--- config.mk ---
export PLATFORM = sky130hd
export DESIGN_NAME = cmpc_top
export DESIGN_NICKNAME = d
export VERILOG_FILES = /design/src/logic/cmpc_pkg.sv /design/src/logic/cmpc_top.sv /design/src/logic/cmpc_sync.sv /design/src/logic/cmpc_edge.sv
export SDC_FILE = /design/constraint.sdc
export NUM_CORES = 1
export LEC_CHECK = 0
export BUFFER_PORTS_ARGS = -buffer_cell sky130_fd_sc_hd__buf_2
export CAP_MARGIN = 5
export CORE_MARGIN = 4
export CORE_UTILIZATION = 23
export DETAILED_ROUTE_END_ITERATION = 10
export GPL_TIMING_DRIVEN = 0
export SLEW_MARGIN = 20
export SYNTH_ARGS = -nofsm -noshare
export SYNTH_HDL_FRONTEND = slang
export SYNTH_SLANG_ARGS = --single-unit
--- constraint.sdc ---
create_clock -name CLOCK_I -period 2.4 [get_ports CLOCK_I]
set_input_delay 0.24 -clock CLOCK_I [delete_from_list [all_inputs] [get_ports CLOCK_I]]
set_output_delay 0.24 -clock CLOCK_I [all_outputs]
set_load 0.02 [all_outputs]
--- src/logic/cmpc_pkg.sv ---
// Summary of operation
// - result is high when selected positive input exceeds selected negative
// - mux select set and converter off: channel pin 0-3 is negative input
// - bandgap select set: fixed reference feeds the positive input
// - raw comparator output is synchronised, two cycles latency
// - interrupt flag is set on the event chosen by the mode bits
// - mode 00 toggle, 01 reserved, 10 falling edge, 11 rising edge
// - request only while flag, enable and global enable are all set
// - flag clears when the processor enters the comparator vector
// - writing one to the flag clears it, writing zero leaves it
// - power-off bit 7 switches the comparator off, zero switches it on
// - reserved bit 2 of the comparator register reads zero
// - buffer-off bits 1 and 0 force the matching pin read to zero
// - converter register B holds bit 6 mux select, bits 2-0 trigger

// ***********************************************************
// register map and field layout
// ***********************************************************
package cmpc_pkg;
   localparam int unsigned LEVEL_W = 10;
   localparam logic [9:0] BANDGAP_LEVEL = 10'h100;
   localparam logic [1:0] ADDR_CTRL_B = 2'h0;
   localparam logic [1:0] ADDR_CSR = 2'h1;
   localparam logic [1:0] ADDR_DIDR = 2'h2;
   localparam int unsigned CSR_PWR_BIT = 7;
   localparam int unsigned CSR_BG_BIT = 6;
   localparam int unsigned CSR_RES_BIT = 5;
   localparam int unsigned CSR_FLAG_BIT = 4;
   localparam int unsigned CSR_IEN_BIT = 3;
   localparam int unsigned CSR_MODE_LO = 0;
   localparam int unsigned CTRLB_MUX_BIT = 6;
   localparam int unsigned CTRLB_TRIG_LO = 0;
   localparam int unsigned DIDR_W = 6;
   localparam int unsigned DIDR_NEG_BIT = 1;
   localparam int unsigned DIDR_POS_BIT = 0;
   localparam logic [2:0] TRIG_RST = 3'h0;
   localparam logic [5:0] DIDR_RST = 6'h00;
   localparam int unsigned SYNC_CYCLES = 2;

   typedef enum logic [1:0] {
      CMPC_MODE_TOGGLE = 2'b00,
      CMPC_MODE_RSVD = 2'b01,
      CMPC_MODE_FALL = 2'b10,
      CMPC_MODE_RISE = 2'b11
   } cmpc_mode_t;

   typedef struct packed {
      logic [1:0] addr;
      logic [7:0] wdata;
      logic wr;
      logic rd;
   } cmpc_bus_t;

   typedef struct packed {
      logic mux_sel;
      logic [2:0] trig;
      logic pwr_off;
      logic bg_sel;
      logic flag;
      logic ien;
      cmpc_mode_t mode;
      logic [5:0] didr;
      logic [7:0] rdata;
      logic irq_req;
      logic [1:0] pin_rd;
   } cmpc_state_t;
endpackage : cmpc_pkg

--- src/logic/cmpc_top.sv ---
`timescale 1ns/1ns
`default_nettype none
module cmpc_top
   import cmpc_pkg::*;
#(
   parameter int unsigned LVL_W = LEVEL_W
)
(
   // clock and reset
   input wire logic CLOCK_I,
   input wire logic RSTN_I,
   // register port
   input wire logic [1:0] ADDR_I,
   input wire logic [7:0] WDATA_I,
   input wire logic WR_I,
   input wire logic RD_I,
   output logic [7:0] RDATA_O,
   // digitised analog levels
   input wire logic [LVL_W-1:0] POS_LEVEL_I,
   input wire logic [LVL_W-1:0] NEG_LEVEL_I,
   input wire logic [LVL_W-1:0] CH0_LEVEL_I,
   input wire logic [LVL_W-1:0] CH1_LEVEL_I,
   input wire logic [LVL_W-1:0] CH2_LEVEL_I,
   input wire logic [LVL_W-1:0] CH3_LEVEL_I,
   // converter state
   input wire logic CONV_ENABLE_I,
   input wire logic [1:0] CHAN_SEL_I,
   // processor
   input wire logic GLOBAL_IRQ_EN_I,
   input wire logic IRQ_ACK_I,
   output logic IRQ_REQ_O,
   // pins and status
   input wire logic [1:0] PIN_DIG_I,
   output logic [1:0] PIN_READ_O,
   output logic RESULT_O
);

   // ***********************************************************
   // state
   // ***********************************************************
   cmpc_state_t q;
   cmpc_state_t d;
   cmpc_bus_t bus;
   logic [LVL_W-1:0] pos_v;
   logic [LVL_W-1:0] neg_v;
   logic raw_cmp;
   logic synced;
   logic evt;
   logic csr_wr;

   assign bus = '{addr: ADDR_I, wdata: WDATA_I, wr: WR_I, rd: RD_I};
   assign csr_wr = bus.wr && (bus.addr == ADDR_CSR);

   // ***********************************************************
   // input selection and comparison
   // ***********************************************************
   always_comb begin
      pos_v = POS_LEVEL_I;
      if (q.bg_sel) begin
         pos_v = LVL_W'(BANDGAP_LEVEL);
      end
      neg_v = NEG_LEVEL_I;
      // converter multiplexer is only free while converter is off
      if (q.mux_sel && !CONV_ENABLE_I) begin
         unique case (CHAN_SEL_I)
            2'h0: neg_v = CH0_LEVEL_I;
            2'h1: neg_v = CH1_LEVEL_I;
            2'h2: neg_v = CH2_LEVEL_I;
            2'h3: neg_v = CH3_LEVEL_I;
         endcase
      end
      // powered off comparator outputs low; may glitch an edge event
      raw_cmp = !q.pwr_off && (pos_v > neg_v);
   end

   cmpc_sync u_sync (
      .clk_i(CLOCK_I),
      .rstn_i(RSTN_I),
      .async_i(raw_cmp),
      .sync_o(synced)
   );

   cmpc_edge u_edge (
      .clk_i(CLOCK_I),
      .rstn_i(RSTN_I),
      .sample_i(synced),
      .mode_i(q.mode),
      .event_o(evt)
   );

   // ***********************************************************
   // registers
   // ***********************************************************
   always_comb begin
      d = q;
      d.rdata = 8'h00;
      if (bus.wr) begin
         unique case (bus.addr)
            ADDR_CTRL_B: begin
               d.mux_sel = bus.wdata[CTRLB_MUX_BIT];
               d.trig = bus.wdata[CTRLB_TRIG_LO+:3];
            end
            ADDR_CSR: begin
               d.pwr_off = bus.wdata[CSR_PWR_BIT];
               d.bg_sel = bus.wdata[CSR_BG_BIT];
               d.ien = bus.wdata[CSR_IEN_BIT];
               d.mode = cmpc_mode_t'(bus.wdata[CSR_MODE_LO+:2]);
               if (bus.wdata[CSR_FLAG_BIT]) begin
                  d.flag = 1'b0;
               end
            end
            ADDR_DIDR: begin
               d.didr = bus.wdata[DIDR_W-1:0];
            end
            default: begin
            end
         endcase
      end
      if (IRQ_ACK_I) begin
         d.flag = 1'b0;
      end
      // a new event outranks any clear in the same cycle
      if (evt) begin
         d.flag = 1'b1;
      end
      if (bus.rd) begin
         unique case (bus.addr)
            ADDR_CTRL_B: begin
               d.rdata[CTRLB_MUX_BIT] = q.mux_sel;
               d.rdata[CTRLB_TRIG_LO+:3] = q.trig;
            end
            ADDR_CSR: begin
               d.rdata[CSR_PWR_BIT] = q.pwr_off;
               d.rdata[CSR_BG_BIT] = q.bg_sel;
               d.rdata[CSR_RES_BIT] = synced;
               d.rdata[CSR_FLAG_BIT] = q.flag;
               d.rdata[CSR_IEN_BIT] = q.ien;
               d.rdata[CSR_MODE_LO+:2] = q.mode;
            end
            ADDR_DIDR: begin
               d.rdata[DIDR_W-1:0] = q.didr;
            end
            default: begin
               d.rdata = 8'h00;
            end
         endcase
      end
      d.irq_req = q.flag && q.ien && GLOBAL_IRQ_EN_I;
      d.pin_rd[DIDR_NEG_BIT] = PIN_DIG_I[DIDR_NEG_BIT]
         && !q.didr[DIDR_NEG_BIT];
      d.pin_rd[DIDR_POS_BIT] = PIN_DIG_I[DIDR_POS_BIT]
         && !q.didr[DIDR_POS_BIT];
   end

   always_ff @(posedge CLOCK_I) begin
      if (!RSTN_I) begin
         q <= '{mux_sel: 1'b0, trig: TRIG_RST, pwr_off: 1'b0,
                bg_sel: 1'b0, flag: 1'b0, ien: 1'b0,
                mode: CMPC_MODE_TOGGLE, didr: DIDR_RST,
                rdata: 8'h00, irq_req: 1'b0, pin_rd: 2'h0};
      end else begin
         q <= d;
      end
   end

   assign RDATA_O = q.rdata;
   assign IRQ_REQ_O = q.irq_req;
   assign PIN_READ_O = q.pin_rd;
   assign RESULT_O = synced;
endmodule : cmpc_top
`default_nettype wire

--- src/logic/cmpc_sync.sv ---
`timescale 1ns/1ns
`default_nettype none
module cmpc_sync
   import cmpc_pkg::*;
(
   // clock and reset
   input wire logic clk_i,
   input wire logic rstn_i,
   // data
   input wire logic async_i,
   output logic sync_o
);
   logic [1:0] st_q;
   logic [1:0] st_d;

   // first stage feeds only the second stage
   always_comb begin
      st_d = {st_q[0], async_i};
   end

   always_ff @(posedge clk_i) begin
      if (!rstn_i) begin
         st_q <= 2'h0;
      end else begin
         st_q <= st_d;
      end
   end

   assign sync_o = st_q[1];
endmodule : cmpc_sync
`default_nettype wire

--- src/logic/cmpc_edge.sv ---
`timescale 1ns/1ns
`default_nettype none
module cmpc_edge
   import cmpc_pkg::*;
(
   // clock and reset
   input wire logic clk_i,
   input wire logic rstn_i,
   // sample and mode
   input wire logic sample_i,
   input wire cmpc_mode_t mode_i,
   output logic event_o
);
   typedef struct packed {
      logic prev;
      logic primed;
   } cmpc_edge_st_t;

   cmpc_edge_st_t q;
   cmpc_edge_st_t d;
   logic rise;
   logic fall;

   always_comb begin
      d.prev = sample_i;
      d.primed = 1'b1;
      // no event on the first sample after reset: no valid history yet
      rise = q.primed & sample_i & ~q.prev;
      fall = q.primed & ~sample_i & q.prev;
      unique case (mode_i)
         CMPC_MODE_TOGGLE: event_o = rise | fall;
         CMPC_MODE_RSVD: event_o = 1'b0;
         CMPC_MODE_FALL: event_o = fall;
         CMPC_MODE_RISE: event_o = rise;
      endcase
   end

   always_ff @(posedge clk_i) begin
      if (!rstn_i) begin
         q <= '0;
      end else begin
         q <= d;
      end
   end
endmodule : cmpc_edge
`default_nettype wire

[Word level (Yosys, flattened, before mapping)]
Index checks and enable logic that the tools add are counted.
Word-level totals
  bits in registers: 31
  input bits: 81
  output and inout port bits: 12
  word-level logic and storage cells: 68
Operators by class
  order comparisons: 1
  equality and inequality tests: 8
  muxes and demuxes: 15
  bitwise logic cells: 7
  reduce and logical (&&, ||, !) cells: 22
Operators with widths (number)
  case mux 10 bit (4 select lines): 1
  2-to-1 mux 10 bit: 3
  == test 2 bit, second input constant: 5
  > comparator 10 bit: 1
  nonzero test 3 bit: 3
  AND reduction 2 bit: 4
  == test 2 x 1 -> 1 bit, second input constant: 3
  logical AND 1 bit: 6
  logical NOT 2 bit: 3
  2-to-1 mux 6 bit: 1
  case mux 2 bit (3 select lines): 1
  case mux 3 bit (2 select lines): 1
  AND reduction 3 bit: 2
  bitwise AND 1 bit: 4
  logical NOT 1 bit: 4
  2-to-1 mux 1 bit: 4
  2-to-1 mux 4 bit: 1
  case mux 1 bit (2 select lines): 2
  case mux 1 bit (4 select lines): 1
  inverter 1 bit: 2
  bitwise OR 1 bit: 1

[Logic depth before layout (Yosys ltp)]
  depth in word-level cells: 7
  depth in mapped cells: 8
  depth with buffers taken out: 7

[By module]
Synthesis repeated with hierarchy kept, for this count alone.
Unflattened totals
  cell total of the unflattened synthesis: 196
  area, all modules: 1901.8 um2
Modules (own cells, without submodules)
  cmpc_top: times used 1, cells each 185, area each 1774.2 um2, seq. area each 540.5 um2
  cmpc_edge: times used 1, cells each 7, area each 75.1 um2, seq. area each 40.0 um2
  cmpc_sync: times used 1, cells each 4, area each 52.6 um2, seq. area each 40.0 um2

[Worst setup path after synthesis]
No wires, ideal clock.
  path kind: input -> register
  start: input CHAN_SEL_I[1]
  end: register u_sync.st_q[0]
  setup time: 0.132 ns
  data arrival time: 1.998 ns
  required time: 2.268 ns
  path slack: 0.270 ns
  cell stages on the path: 8
  path buffers: 1
  path through: buf_6 -> mux4_1 -> mux2i_1 -> ha_1 -> a211oi_1 -> nor2_1 -> a2111oi_0 -> nor4b_1
Between the ends
  word-level cells in the longest chain between the ends: 5
  elaborated cells between the ends (all ways): 8
  those cells by class: order compare (1); eq/ne (3); mux (2); reduce/logical (2)
Ends and longest elaborated chain
  start: declaration: line cmpc_top.sv:27  | input wire logic [1:0] CHAN_SEL_I,
  == test 2 bit (tied with other cells): line cmpc_top.sv:65  | unique case (CHAN_SEL_I)
  case mux 10 bit (4 select lines) *: line cmpc_top.sv:65
  2-to-1 mux 10 bit *: line cmpc_top.sv:64  | if (q.mux_sel && !CONV_ENABLE_I) begin
  > comparator 10 bit *: line cmpc_top.sv:73  | raw_cmp = !q.pwr_off && (pos_v > neg_v);
  logical AND 1 bit *: line cmpc_top.sv:73
  end signal: assignment: line cmpc_sync.sv:25  | st_q <= st_d;
  end: declaration: line cmpc_sync.sv:13  | logic [1:0] st_q;
Every way passes the cells marked *; elsewhere a longest branch is shown, timed or not.
A chain may end at the register's enable or synchronous reset.

[Worst setup path after layout]
  start: register q[26] in the netlist's numbering
  end: register u_sync.st_q[0]
Between the ends
  word-level cells in the longest chain between the ends: 4
Ends and longest elaborated chain
  start: declaration: line cmpc_top.sv:41  | cmpc_state_t q;
  start signal: assignment: line cmpc_top.sv:157  | q <= '{mux_sel: 1'b0, trig: TRIG_RST, pwr_off: 1'b0,
  logical AND 1 bit: line cmpc_top.sv:64
  2-to-1 mux 10 bit: line cmpc_top.sv:64
  > comparator 10 bit: line cmpc_top.sv:73
  logical AND 1 bit: line cmpc_top.sv:73
No other way between the ends.

==> summary.md <==
| Metric | Value |
|---|---|
| Outcome | `finished, final reports clean` |
| Slew @ Worst Pin | `0.465 ns` |
| Syn Nets | `292` |
| Clock Skews | `0.00449 ns` |
| FF+latch count, synth | `31` |
| Nets | `388` |
| Routed WL per cell | `13.1 um` |
| Iter 0 DRT Violations | `53` |
| Post-CTS Hold Buffers | `0` |
| CTS Root Cell | `clkbuf_8` |
| Total track usage | `0.108` |
| Post-synth EDFFs | `0` |
| Clk Latency, worst-skew pair | `0.28 ns` |
| Worst hold path class | `in -> reg` |
| Max FO, Critical Path | `10` |
| CTS max path bufs | `2` |
| Critical Path Max Stage Delay | `0.41 ns` |
| Post-Route WL | `5190 um` |
| Arr. time, crit path | `2.33 ns` |
| Row count | `32` |
| Post-synthesis instance total | `197` |
| Hpwl dp | `4340 um` |
| Remaining Overflow, GRT | `0` |
| Port bufs | `89` |
| Final hold viol count | `0` |
| Die ar. | `9800 um2` |
| Crit path required time | `2.56 ns` |
| Initial antenna violation count | `0` |
| Die Y | `99.0 um` |
| Vias in the first global route | `1897` |
| Register area | `621 um2` |
| Layout area overhead | `34.6%` |
| Commonest non-fill, non-tap cell in the layout | `buf_2` |
| Slew HR | `0.690` |
| Area of the multi-input gates | `1140 um2` |
| Post-route ant nets | `0` |
| First-pass GRT wire length | `8580 um` |
| Starting density of the core | `0.241` |
| Seq/Total Area, Yosys | `0.326` |
| Setup_tns | `0 ns` |
| Crit-path cells | `nor2b_1 -> clkbuf_4 -> mux2i_1 -> ha_1 -> a211oi_1 -> nor2_1 -> a2111oi_0 -> nor4b_1` |
| Synth Warn # | `0` |
| Ant diodes | `0` |
| Number of H-tree levels | `2` |
| # setup viols final | `0` |
| Clock tree from TritonCTS | `done` |
| Setup Crit Path Kind | `reg -> reg` |
| Critical path capture point type | `flip-flop` |
| Static Leak | `1.16 nW` |
| Vias | `1824` |
| RSZ-0062 raised after global routing | `false` |
| Die Span X | `99.0 um` |
| Async S/R FF share, synth | `0` |
| CTS sink cnt | `31` |
| Clk slew on worst S/H paths | `0.07 ns` |
| Inserted Clock Buffers | `5` |
| Syn_area_per_cell | `9.67 um2` |
| Avg Vias per Cell | `4.61` |
| Achievable frequency | `0.459 GHz` |
| Max-Cap Viols | `0` |
| Startpoint Class | `flip-flop` |
| Setup bufs post-CTS | `0` |
| Setup ws final | `0.223 ns` |
| Filler cells | `839` |
| DP Worst Slack | `0.0801 ns` |
| IO Pins | `93` |
| # DRC | `0` |
| Ys flop type | `dfxtp_1` |
| Core ar. | `7890 um2` |
| Share of cells above drive strength 1 | `0.395` |
| Period utilization | `0.907` |
| Initial DRT Pass Iterations | `4` |
| Largest net degree at the start of global routing | `11` |
| Mapped Area | `1900 um2` |
| Power density cells | `454 nW/um2` |
| Period minus WS final | `2.18 ns` |
| Gpl congestion | `0.806` |
| Worst path slowest cell | `a2111oi_0` |
| Post-synth cell types | `34` |
| Peak supply drop | `0.182 mV` |
| Most frequent cells in the layout | `buf_2 (92), dfxtp_1 (31), nand2_1 (26), nand3_1 (16), a21boi_0 (15)` |
| Max-slew violations | `0` |
[what timing repair did]
| action | CTS | global route |
|---|---|---|
| gates resized for setup | 0 | 1 |
| endpoints found under the hold margin | 0 | 0 |
| setup endpoints to repair | 0 | 1 |
[worst max-delay path, delay by kind of cell, from the launching register on]
kind                       cells  cell delay (ns)
DFF                            1             0.35
AOI/OAI and AO/OA              2             0.65
adders and majority gates      1             0.26
buffers and inverters          1             0.26
and+or+nand+nor                3             0.31
muxes                          1             0.22
[power by group]
| group | internal (mW) | total (mW) | leakage [nW] | switching, mW |
|---|---|---|---|---|
| sequential | 0.530 | 0.540 | 0.252 | 0.00954 |
| clock | 0.198 | 0.395 | 0.0477 | 0.197 |
| combinational | 0.125 | 0.229 | 0.860 | 0.104 |
[per-stage QoR]
stage / hold slack, ns / power (mW) / utilization / cell area [um2] / std cells
2_1_floorplan: 0.268 / 0.682 / - / 1900 / 197
3_3_place_gp: 0.420 / 0.778 / 0.314 / 2480 / 388
3_5_place_dp: 0.426 / 0.783 / 0.314 / 2480 / 388
4_1_cts: 0.158 / 1.18 / 0.325 / 2560 / 396
5_1_grt: 0.165 / 1.23 / 0.325 / 2560 / 396
6_report: 0.173 / 1.16 / 0.325 / 2560 / 396
[cell usage after synthesis (all sizes together), types with 3 or more instances]
cell	number	area, um2
buf	16	110
nand3	16	80.1
inv	5	18.8
nand2	26	97.6
ha	14	175
nor2	9	33.8
nor2b	9	56.3
a21oi	3	15.0
a22oi	5	37.5
clkbuf	5	18.8
mux2i	9	90.1
dfxtp	31	621
a21boi	15	113
nor3	3	15.0
mux4	10	259
[layout make-up]
class                   instances  share of cell area
flip-flops and latches         31               0.242
clock buffers                   5              0.0268
well taps                     102              0.0498
multi-input cells             140               0.443
repair buffers                 89               0.174
inverters                       5             0.00732
plain buffers                  21              0.0512
clock inverters                 3             0.00586
[metal layers]
layer  routed length [um]  vias to the layer above  track usage
li1                     -                      900            -
met1                 2160                      814        0.125
met2                 2410                      102        0.185
met3                  516                        8       0.0276
met4                  108                        0       0.0525
met5                    0                        -            0
[state kept, by name (all words and copies together) (netlist names)]
| register | flops |
|---|---|
| IRQ_REQ_O | 1 |
| PIN_READ_O | 2 |
| RDATA_O | 8 |
| q | 16 |
| u_edge.q | 2 |
| u_sync.st_q | 2 |
[path summary, 6_finish.rpt]
kind / start / endpoint / slack [ns] / depth (start not counted)
max: q[26]$_SDFFE_PN0P_ / u_sync.st_q[0]$_SDFF_PN0_ / 0.22 / 8
min: RSTN_I / u_edge.q[0]$_DFF_P_ / 0.17 / 1
max reg2reg: q[26]$_SDFFE_PN0P_ / u_sync.st_q[0]$_SDFF_PN0_ / 0.22 / 8
min reg2reg: u_sync.st_q[0]$_SDFF_PN0_ / u_sync.st_q[1]$_SDFF_PN0_ / 0.43 / 1
[logic make-up (layout without fill, tap and decap cells)]
group                    after synthesis  in the layout  synth area share
AND/OR/NAND/NOR                       73             73             0.185
multiplexers                          20             20             0.191
buffers and inverters                 26            123            0.0775
flip-flops                            31             31             0.326
AO/OA/AOI/OAI                         33             33             0.129
adder cells (fa/ha/maj)               14             14            0.0920
Note: power is estimated with default switching activity, not from simulation.
